### src/rtl/scc_params.svh
// Constants of the spindle commutation controller: timing, codes, levels.
// Assumes a 100 MHz system clock and torque inputs coded in millivolts.
`ifndef SCC_PARAMS_SVH
`define SCC_PARAMS_SVH

`define SCC_CLK_NS 10
`define SCC_PWM_FREQ_HZ 75000
`define SCC_PWM_CYC (1000000000 / (`SCC_PWM_FREQ_HZ * `SCC_CLK_NS))
`define SCC_TRI_PEAK (`SCC_PWM_CYC / 2)
`define SCC_DEADBAND_MV 50
`define SCC_FULL_DUTY_MV 750
`define SCC_STARTUP_US 30
`define SCC_STARTUP_CYC ((`SCC_STARTUP_US * 1000) / `SCC_CLK_NS)
`define SCC_DEAD_NS 200
`define SCC_DEAD_CYC ((`SCC_DEAD_NS + `SCC_CLK_NS - 1) / `SCC_CLK_NS)

// Hall states {a,b,c} in forward step order
`define SCC_HALL_S0 3'h6
`define SCC_HALL_S1 3'h4
`define SCC_HALL_S2 3'h5
`define SCC_HALL_S3 3'h1
`define SCC_HALL_S4 3'h3
`define SCC_HALL_S5 3'h2
`define SCC_STEP_LAST 3'h5
`define SCC_STEP_FIRST 3'h0
`define SCC_STEP_NONE 3'h7

// Phase indices and leg patterns
`define SCC_PH_U 2'h0
`define SCC_PH_V 2'h1
`define SCC_PH_W 2'h2
`define SCC_PH_NONE 2'h3
`define SCC_LEGS_OFF 3'h0
`define SCC_LEGS_ALL 3'h7

`endif

### src/rtl/scc_pkg.sv
// Types and shared decoders of the spindle commutation controller.
// Assumes scc_params.svh is on the include path.
`include "scc_params.svh"

package scc_pkg;

  typedef enum logic [2:0] {
    MODE_STANDBY,
    MODE_STARTUP,
    MODE_STOP_BRAKE,
    MODE_FAULT_OFF,
    MODE_FORWARD,
    MODE_SHORT_BRAKE,
    MODE_REVERSE,
    MODE_REV_HALT
  } scc_mode_t;

  typedef logic [2:0] scc_leg_t;

  // Hall state to commutation step, none for illegal states
  function automatic logic [2:0] scc_step_of(input logic [2:0] h);
    logic [2:0] s;
    s = `SCC_STEP_NONE;
    case (h)
      `SCC_HALL_S0: s = 3'h0;
      `SCC_HALL_S1: s = 3'h1;
      `SCC_HALL_S2: s = 3'h2;
      `SCC_HALL_S3: s = 3'h3;
      `SCC_HALL_S4: s = 3'h4;
      `SCC_HALL_S5: s = 3'h5;
      default: s = `SCC_STEP_NONE;
    endcase
    return s;
  endfunction : scc_step_of

  // Phase index to one-hot leg pattern, none gives no leg
  function automatic scc_leg_t scc_onehot(input logic [1:0] ph);
    scc_leg_t l;
    l = `SCC_LEGS_OFF;
    if (ph != `SCC_PH_NONE) begin
      l[ph] = 1'b1;
    end
    return l;
  endfunction : scc_onehot

endpackage : scc_pkg

### src/rtl/scc_core_if.sv
// Carrier between the controller core, Hall front end and leg drivers.
// Assumes all three sit on the same clock.
`timescale 1ns/100ps

interface scc_core_if;
  import scc_pkg::*;
  logic [2:0] hall_state;
  logic hall_fwd;
  logic hall_rev;
  scc_leg_t hs_cmd;
  scc_leg_t ls_cmd;
  scc_leg_t hs_on;
  scc_leg_t ls_on;
  modport sync (output hall_state, output hall_fwd, output hall_rev);
  modport dt (input hs_cmd, input ls_cmd, output hs_on, output ls_on);
  modport core (input hall_state, input hall_fwd, input hall_rev,
                input hs_on, input ls_on,
                output hs_cmd, output ls_cmd);
endinterface : scc_core_if

### src/rtl/scc_spindle_ctrl.sv
// Spindle commutation controller top: mode control, PWM, commutation.
// Assumes torque inputs as unsigned millivolt codes and a 100 MHz clk.
//
// How it works
// - Run/stop acts only while the carrier oscillator runs; high drives.
// - Run/stop low: all high sides on, all low sides off.
// - Hall state picks the excited phase pair from a six-step table.
// - Low side carries PWM; PWM off recirculates through high side.
// - Duty rises linearly with reference minus command for forward drive.
// - Deadband of 50 mV; full duty at 0.75 V beyond it.
// - Brake select low and command at or above reference: short brake.
// - Brake select high and command above reference: reverse drive.
// - In reverse brake, backward rotation stops all drive.
// - Speed pulse output follows Hall transitions.
// - Speed select low: single Hall phase; high: three-phase combined.
// - Standby input low: outputs high impedance; high: operation.
// - Carrier oscillator halts in standby.
// - Drive stays off for a start-up interval after standby ends.
// - Triangle carrier near 75 kHz.
`timescale 1ns/100ps
`include "scc_params.svh"

module scc_spindle_ctrl
  import scc_pkg::*;
#(
  parameter int CODE_W = 12,
  parameter int STARTUP_CYC = `SCC_STARTUP_CYC,
  parameter int DEAD_CYC = `SCC_DEAD_CYC
) (
  input wire logic clk, // System clock, 100 MHz
  input wire logic resetn, // Asynchronous reset, active low
  input wire logic run_stop_in, // High runs, low brakes
  input wire logic standby_n_in, // Low enters standby
  input wire logic brake_style_select, // High selects reverse brake
  input wire logic speed_pulse_select, // High selects three-phase pulse
  input wire logic hall_a_pos, // Hall comparator a
  input wire logic hall_b_pos, // Hall comparator b
  input wire logic hall_c_pos, // Hall comparator c
  input wire logic [CODE_W-1:0] torque_reference, // Reference, mV
  input wire logic [CODE_W-1:0] torque_command, // Command, mV
  output logic [2:0] phase_out_hs, // High-side on, bit 0 is U
  output logic [2:0] phase_out_ls, // Low-side on, bit 0 is U
  output logic phase_out_en, // Low leaves windings floating
  output logic speed_pulse_out // Speed pulse
);

  localparam int TRI_W = 11;
  localparam int MAG_W = CODE_W + 1;
  localparam int PROD_W = MAG_W + TRI_W;
  localparam int SU_W = $clog2(STARTUP_CYC + 1);
  localparam logic [TRI_W-1:0] TRI_PEAK = TRI_W'(`SCC_TRI_PEAK);
  localparam logic [TRI_W-1:0] DUTY_FULL = TRI_W'(`SCC_TRI_PEAK + 1);
  localparam logic [MAG_W-1:0] DB_MV = MAG_W'(`SCC_DEADBAND_MV);
  localparam logic [MAG_W-1:0] FULL_MV = MAG_W'(`SCC_FULL_DUTY_MV);

  generate
    if (CODE_W < 11 || STARTUP_CYC < 1) begin : g_bad
      $error("scc_spindle_ctrl: CODE_W or STARTUP_CYC out of range");
    end
  endgenerate

  scc_core_if cif ();

  scc_hall_sync u_hall (
    .clk(clk),
    .resetn(resetn),
    .hall_a_pos(hall_a_pos),
    .hall_b_pos(hall_b_pos),
    .hall_c_pos(hall_c_pos),
    .cif(cif)
  );

  scc_dead_time #(.DEAD_CYC(DEAD_CYC)) u_dead (
    .clk(clk),
    .resetn(resetn),
    .cif(cif)
  );

  scc_mode_t mode_q;
  scc_mode_t mode_d;
  logic [TRI_W-1:0] tri_q;
  logic tri_up_q;
  logic [TRI_W-1:0] duty_q;
  logic pwm_on_q;
  logic [SU_W-1:0] startup_q;
  logic rev_halt_q;
  logic out_en_q;
  logic speed_q;

  // Torque difference, magnitude and direction requests
  wire signed [MAG_W:0] diff = $signed({2'b00, torque_reference}) -
                               $signed({2'b00, torque_command});
  wire [MAG_W-1:0] mag = diff[MAG_W] ? MAG_W'(-diff) : MAG_W'(diff);
  wire fwd_req = !diff[MAG_W] && (diff != '0);
  wire rev_req = brake_style_select && diff[MAG_W];

  // Linear duty beyond the deadband, clipped at full
  wire over_db = mag > DB_MV;
  wire [MAG_W-1:0] excess = MAG_W'(mag - DB_MV);
  wire [PROD_W-1:0] prod = PROD_W'(excess) * PROD_W'(TRI_PEAK);
  wire [TRI_W-1:0] duty_lin = TRI_W'(prod / PROD_W'(FULL_MV));
  wire [TRI_W-1:0] duty_calc = !over_db ? '0 :
                               (excess >= FULL_MV) ? DUTY_FULL :
                               duty_lin;

  // Commutation step from Hall state; reverse drive swaps the pair
  wire [2:0] step = scc_step_of(cif.hall_state);
  wire hall_bad = (step == `SCC_STEP_NONE);
  logic [1:0] src_ph;
  logic [1:0] snk_ph;
  always_comb begin
    src_ph = `SCC_PH_NONE;
    snk_ph = `SCC_PH_NONE;
    case (step)
      3'h0: begin src_ph = `SCC_PH_W; snk_ph = `SCC_PH_V; end
      3'h1: begin src_ph = `SCC_PH_W; snk_ph = `SCC_PH_U; end
      3'h2: begin src_ph = `SCC_PH_V; snk_ph = `SCC_PH_U; end
      3'h3: begin src_ph = `SCC_PH_V; snk_ph = `SCC_PH_W; end
      3'h4: begin src_ph = `SCC_PH_U; snk_ph = `SCC_PH_W; end
      3'h5: begin src_ph = `SCC_PH_U; snk_ph = `SCC_PH_V; end
      default: begin src_ph = `SCC_PH_NONE; snk_ph = `SCC_PH_NONE; end
    endcase
  end
  wire is_rev = (mode_q == MODE_REVERSE);
  wire [2:0] src_leg = scc_onehot(is_rev ? snk_ph : src_ph);
  wire [2:0] snk_leg = scc_onehot(is_rev ? src_ph : snk_ph);
  wire rev_halt_set = is_rev && cif.hall_rev;
  wire stopped = (mode_d == MODE_STANDBY) || (mode_d == MODE_STARTUP);

  // Carrier: triangle counter, frozen at zero in standby to save power
  always_ff @(posedge clk or negedge resetn) begin
    if (!resetn) begin
      tri_q <= '0;
      tri_up_q <= 1'b1;
    end else if (!standby_n_in) begin
      tri_q <= '0;
      tri_up_q <= 1'b1;
    end else if (tri_up_q) begin
      tri_q <= TRI_W'(tri_q + 1'b1);
      tri_up_q <= (tri_q != TRI_PEAK - 1'b1);
    end else begin
      tri_q <= TRI_W'(tri_q - 1'b1);
      tri_up_q <= (tri_q == 1);
    end
  end

  // Duty is taken only at the valley, so one carrier period never
  // mixes two duty values; costs up to one period of command latency
  always_ff @(posedge clk or negedge resetn) begin
    if (!resetn) begin
      duty_q <= '0;
      pwm_on_q <= 1'b0;
    end else begin
      if (tri_q == '0) begin
        duty_q <= duty_calc;
      end
      pwm_on_q <= (tri_q < duty_q);
    end
  end

  // Start-up hold after standby release; reset also counts as a wake
  always_ff @(posedge clk or negedge resetn) begin
    if (!resetn) begin
      startup_q <= SU_W'(STARTUP_CYC);
    end else if (!standby_n_in) begin
      startup_q <= SU_W'(STARTUP_CYC);
    end else if (startup_q != '0) begin
      startup_q <= startup_q - 1'b1;
    end
  end

  // Mode selection, highest priority first
  always_comb begin
    if (!standby_n_in) begin
      mode_d = MODE_STANDBY;
    end else if (startup_q != '0) begin
      mode_d = MODE_STARTUP;
    end else if (!run_stop_in) begin
      mode_d = MODE_STOP_BRAKE;
    end else if (hall_bad) begin
      mode_d = MODE_FAULT_OFF;
    end else if (fwd_req) begin
      mode_d = MODE_FORWARD;
    end else if (rev_req) begin
      mode_d = (rev_halt_q || rev_halt_set) ? MODE_REV_HALT :
               MODE_REVERSE;
    end else begin
      mode_d = MODE_SHORT_BRAKE;
    end
  end

  // Mode, halt latch and output enable registers
  always_ff @(posedge clk or negedge resetn) begin
    if (!resetn) begin
      mode_q <= MODE_STARTUP;
      rev_halt_q <= 1'b0;
      out_en_q <= 1'b0;
    end else begin
      mode_q <= mode_d;
      rev_halt_q <= rev_req && (rev_halt_q || rev_halt_set);
      out_en_q <= !stopped;
    end
  end

  // Switch pattern per mode
  always_comb begin
    unique case (mode_q)
      MODE_STANDBY, MODE_STARTUP, MODE_FAULT_OFF, MODE_REV_HALT: begin
        cif.hs_cmd = `SCC_LEGS_OFF;
        cif.ls_cmd = `SCC_LEGS_OFF;
      end
      MODE_STOP_BRAKE, MODE_SHORT_BRAKE: begin
        cif.hs_cmd = `SCC_LEGS_ALL;
        cif.ls_cmd = `SCC_LEGS_OFF;
      end
      MODE_FORWARD, MODE_REVERSE: begin
        cif.hs_cmd = pwm_on_q ? src_leg : (src_leg | snk_leg);
        cif.ls_cmd = pwm_on_q ? snk_leg : `SCC_LEGS_OFF;
      end
    endcase
  end

  // Speed pulse: one phase, or the parity of all three for 3x rate
  always_ff @(posedge clk or negedge resetn) begin
    if (!resetn) begin
      speed_q <= 1'b0;
    end else begin
      speed_q <= speed_pulse_select ? ^cif.hall_state :
                 cif.hall_state[2];
    end
  end

  assign phase_out_hs = cif.hs_on;
  assign phase_out_ls = cif.ls_on;
  assign phase_out_en = out_en_q;
  assign speed_pulse_out = speed_q;
endmodule : scc_spindle_ctrl

### src/rtl/scc_hall_sync.sv
// Hall comparator front end: synchroniser, state register, step direction.
// Assumes the comparator outputs are asynchronous to clk.
`timescale 1ns/100ps
`include "scc_params.svh"

module scc_hall_sync
  import scc_pkg::*;
(
  input wire logic clk, // System clock
  input wire logic resetn, // Asynchronous reset, active low
  input wire logic hall_a_pos, // Hall comparator a
  input wire logic hall_b_pos, // Hall comparator b
  input wire logic hall_c_pos, // Hall comparator c
  scc_core_if.sync cif // Hall state and step pulses
);

  logic [2:0] meta_q;
  logic [2:0] sync_q;
  logic [2:0] state_q;
  logic fwd_q;
  logic rev_q;

  // Step indices of the new and the held state
  wire [2:0] idx_new = scc_step_of(sync_q);
  wire [2:0] idx_old = scc_step_of(state_q);
  wire both_ok = (idx_new != `SCC_STEP_NONE) && (idx_old != `SCC_STEP_NONE);
  wire [2:0] idx_next = (idx_old == `SCC_STEP_LAST) ? `SCC_STEP_FIRST :
                        3'(idx_old + 3'h1);
  wire [2:0] idx_prev = (idx_old == `SCC_STEP_FIRST) ? `SCC_STEP_LAST :
                        3'(idx_old - 3'h1);
  wire moved = both_ok && (sync_q != state_q);

  // Two flops before anything decodes, so a slow edge never glitches
  always_ff @(posedge clk or negedge resetn) begin
    if (!resetn) begin
      meta_q <= 3'h0;
      sync_q <= 3'h0;
    end else begin
      meta_q <= {hall_a_pos, hall_b_pos, hall_c_pos};
      sync_q <= meta_q;
    end
  end

  // Held state and one-cycle direction pulses
  always_ff @(posedge clk or negedge resetn) begin
    if (!resetn) begin
      state_q <= 3'h0;
      fwd_q <= 1'b0;
      rev_q <= 1'b0;
    end else begin
      state_q <= sync_q;
      fwd_q <= moved && (idx_new == idx_next);
      rev_q <= moved && (idx_new == idx_prev);
    end
  end

  assign cif.hall_state = state_q;
  assign cif.hall_fwd = fwd_q;
  assign cif.hall_rev = rev_q;

endmodule : scc_hall_sync

### src/rtl/scc_dead_time.sv
// Per-leg dead-time insertion between high-side and low-side switches.
// Assumes the core never asks for both switches of one leg at once.
`timescale 1ns/100ps
`include "scc_params.svh"

module scc_dead_time
  import scc_pkg::*;
#(
  parameter int DEAD_CYC = `SCC_DEAD_CYC
) (
  input wire logic clk, // System clock
  input wire logic resetn, // Asynchronous reset, active low
  scc_core_if.dt cif // Requested and applied switch states
);

  localparam int CW = $clog2(DEAD_CYC + 1);

  generate
    if (DEAD_CYC < 1 || DEAD_CYC > 255) begin : g_bad
      $error("scc_dead_time: DEAD_CYC out of range");
    end
  endgenerate

  // One leg per iteration: break first, wait, then make
  for (genvar i = 0; i < 3; i++) begin : g_leg
    logic hs_q;
    logic ls_q;
    logic [CW-1:0] cnt_q;
    wire same = (cif.hs_cmd[i] == hs_q) && (cif.ls_cmd[i] == ls_q);
    wire idle = !hs_q && !ls_q;

    always_ff @(posedge clk or negedge resetn) begin
      if (!resetn) begin
        hs_q <= 1'b0;
        ls_q <= 1'b0;
        cnt_q <= '0;
      end else if (!idle && !same) begin
        hs_q <= 1'b0;
        ls_q <= 1'b0;
        cnt_q <= CW'(DEAD_CYC);
      end else if (idle && cnt_q != '0) begin
        cnt_q <= cnt_q - 1'b1;
      end else if (idle) begin
        hs_q <= cif.hs_cmd[i];
        ls_q <= cif.ls_cmd[i];
      end
    end

    assign cif.hs_on[i] = hs_q;
    assign cif.ls_on[i] = ls_q;
  end

endmodule : scc_dead_time

### config.mk
export PLATFORM = sky130hd
export DESIGN_NAME = scc_spindle_ctrl
export DESIGN_NICKNAME = d
export VERILOG_FILES = /design/src/rtl/scc_pkg.sv /design/src/rtl/scc_core_if.sv /design/src/rtl/scc_spindle_ctrl.sv /design/src/rtl/scc_hall_sync.sv /design/src/rtl/scc_dead_time.sv
export VERILOG_INCLUDE_DIRS = /design/src /design/src/rtl
export SDC_FILE = /design/constraint.sdc
export NUM_CORES = 1
export LEC_CHECK = 0
export BUFFER_PORTS_ARGS = -buffer_cell sky130_fd_sc_hd__clkbuf_2
export CAP_MARGIN = 10
export CORE_MARGIN = 2
export CORE_UTILIZATION = 45
export CTS_CLUSTER_SIZE = 10
export DETAILED_ROUTE_END_ITERATION = 12
export GPL_ROUTABILITY_DRIVEN = 0
export GPL_TIMING_DRIVEN = 0
export SYNTH_ARGS = -nofsm -noshare
export SYNTH_HDL_FRONTEND = slang
export SYNTH_SLANG_ARGS = --single-unit
### constraint.sdc
create_clock -name clk -period 6.85 [get_ports clk]
set_input_delay 0.685 -clock clk [delete_from_list [all_inputs] [get_ports clk]]
set_output_delay 0.685 -clock clk [all_outputs]
set_load 0.05 [all_outputs]
==> run_results.csv <==
group,metric,value,unit
run_status,violations,"negative setup slack",
grt,grt_overflow_total,0,
placed_design,dp_cells,1985,
clocking,cts_tree,"done",
timing,period_share,263.5,%
setup_path,crit_family,"compound AO/OA/AOI/OAI gates",
setup_path,r2r_slack,4.02,ns
clocking,cts_sinks,73,
timing,setup_viol,11,
setup_path,critPathKind,"input port to flip-flop",
routing,drcViolationCount,0,
synthesis,yosys_register_bits,73,
grt,grt_use_total,24.16,%
synthesis,synth_common_cells,"158 x nand2_1, 111 x inv_1, 108 x nor2_1, 95 x ha_1, 90 x a21oi_1",
setup_path,crit_start,"torque_reference[0]",
clocking,clock_latency,0.34,ns
routing,drt-total-wl,37310,um
setup_path,start_kind,"input port",
run_status,status,"complete, but fails checks",
synthesis,synth_edf_count,0,
die,core-area,27030,um^2
die,start_util,45.94,%
setup_path,crit_fanout,10,
die,rows,60,
synthesis,synthArstFlopShare,100.0,%
setup_path,crit_path_top_delay_cell,"fa_1",
setup_path,crit_top_cell,"a21o_1",
clocking,clkTransAtPathRegs,0.06,ns
timing,tightest_slew,1.147,ns
finish,antenna_cells,0,
timing,finalMaxSlewViolations,0,
synthesis,synth_ff_type,"dfrtp_1",
clocking,ctsHtreeMaxLevel,3,
synthesis,yosysSeqAreaShare,14.81,%
finish,syn_to_final_growth,42.56,%
placed_design,post-dp-hpwl,25060,um
routing,detail-route-antenna-nets,0,
die,io_pins,41,
setup_path,r2r_start,"tri_q[5]$_DFF_PN0_",
routing,viasPerCell,6.000,
grt,first_global_vias,12450,
die,die_width,170.1,um
setup_path,required,7.12,ns
grt,grt_pass1_wl,59410,um
setup_path,critPathCaptureType,"flip-flop",
synthesis,ys_top_cells_by_area,"dfrtp_1 13%, ha_1 9.6%, xnor2_1 5.2%",
clocking,numCtsBuffers,9,
worst_hold_path,hold_path_class,"input port to asynchronous set/reset pin",
setup_path,arrival,18.32,ns
clocking,root_buffer,"clkbuf_16",
timing,hold_viol,0,
synthesis,post-synth-top-area-cell,"dfrtp_1",
finish,fin_cells,2219,
synthesis,postSynthAreaPerCell,7.749,um^2
routing,drtIter0Drc,778,
grt,antenna_found_initial,1,
setup_path,slowest_delay,0.55,ns
finish,layout.nets,2027,
placed_design,io_buffers,40,
timing,finalWorstSetupSlack,-11.20,ns
synthesis,netlist_instances,1602,
synthesis,yosysMostFrequentCell,"nand2_1",
timing,skew,0.007914,ns
routing,drtPass1Iterations,7,
timing,max_freq,55.40,MHz
timing,fin_crit,18.05,ns
synthesis,yosysWarnings,0,
routing,routedWlPerCell,16.81,um
synthesis,syn-num-nets,1756,
run,max-cap-violations,0,
synthesis,syn_area,12410,um^2
grt,grt_max_degree,66,
setup_path,critPathBufInv,13,
synthesis,synth_top_area_share,12.90,%
die,dieArea,28930,um^2
timing,rsz0062_at_grt,"true",
synthesis,ys_types,119,
timing,slew-limit-headroom,23.00,%
routing,via_count,13320,
die,die_h,170.1,um
clocking,clockBufferDepth,2,
finish,drive_above_1_share,35.57,%
-- per-stage QoR --
step | instance area (um^2) | hold slack (ns) | TNS [ns] | util (%) | setup WS (ns)
6_report | 17700 | 0.2046 | -79.28 | 65.49 | -11.20
4_1_cts | 16460 | 0.1995 | -75.85 | 60.90 | -10.81
3_3_place_gp | 13630 | 0.3453 | -95.08 | 50.44 | -13.02
2_1_floorplan | 13000 | 0.3312 | -71.43 | - | -10.36
5_1_grt | 17700 | 0.2027 | -85.38 | 65.49 | -11.91
3_5_place_dp | 13670 | 0.3363 | -95.27 | 50.60 | -13.13
-- per-layer routing --
metal | wire (um) | up-vias | global-route usage (%)
met3 | 1431 | 77 | 1.930
met1 | 16250 | 6442 | 31.42
met4 | 630 | 0 | 5.574
met2 | 19000 | 366 | 43.43
met5 | 0 | - | 0
li1 | - | 6430 | -
-- state kept, by name, summed over array words and instances (netlist names), 3 cells and up --
name                   count
startup_q                 12
duty_q                    11
tri_q                     11
u_dead.g_leg.hs_q          3
u_hall.meta_q              3
u_dead.g_leg.ls_q          3
u_dead.g_leg.cnt_q        15
u_hall.cif.hall_state      3
u_hall.sync_q              3
mode_q                     3
-- cell families after synthesis --
family | count (synthesis) | share of synthesized area, %
and+or+nand+nor | 561 | 22.66
adders and majority gates | 127 | 14.25
xor gates and xnor gates | 130 | 9.292
DFF | 73 | 14.81
muxes | 30 | 2.550
buffers and inverters | 174 | 5.876
AOI/OAI and AO/OA | 507 | 30.57
-- worst register-to-register path: stages (launching register included) --
cell and delay, ns:
dfrtp_1 0.39, clkbuf_1 0.21, or3_1 0.40, nand2b_1 0.18
nor4b_1 0.46, nand2_1 0.21, nor2_1 0.42, nand2_1 0.29
o21ai_1 0.19
-- what timing repair did --
action,in CTS,in global routing
endpoints found under the setup margin,11,11
cloned,0,2
buffers inserted,150,74
hold buffers,0,0
gates resized for setup,260,120
pin swaps,139,75
-- final timing paths --
check | to | cells after the start
min | u_dead.g_leg[2].cnt_q[4]$_DFFE_PN0P_ | 1
max | duty_q[0]$_DFFE_PN0N_ | 85
max reg2reg | duty_q[10]$_DFFE_PN0N_ | 8
min in group clk | u_hall.sync_q[0]$_DFF_PN0_ | 0
min reg2reg | u_hall.sync_q[0]$_DFF_PN0_ | 0
max in group asynchronous | mode_q[0]$_DFF_PN1_ | 2
-- placed cells by master, fill, tap and decap left out, drive strengths merged, types with 33 or more instances in the layout --
cell    synthesis  final
xor2           55     55
nor2          109    109
clkbuf         32     76
o21ai         103    103
inv           111    112
nand3          54     54
a21oi          95     95
nor3           51     51
ha             95     95
nand2         159    159
xnor2          75     75
dfrtp          64     64
buf            31    257
a21o           35     35
and2           33     33
-- area by class of cell --
cell class / instances / area [um^2]
Timing Repair Buffer: 268 / 2180
Clock buffer: 10 / 239.0
Fill cell: 2195 / 9328
Sequential cell: 73 / 1838
Buffer: 55 / 415.4
Multi-Input combinational cell: 1355 / 12100
Tap cell: 341 / 426.7
Inverter: 111 / 431.7
Clock inverter: 6 / 65.06
Power is left out: the tool's default activity adds up to more than one toggle a clock period on the data nets, which glitch-free logic cannot reach.
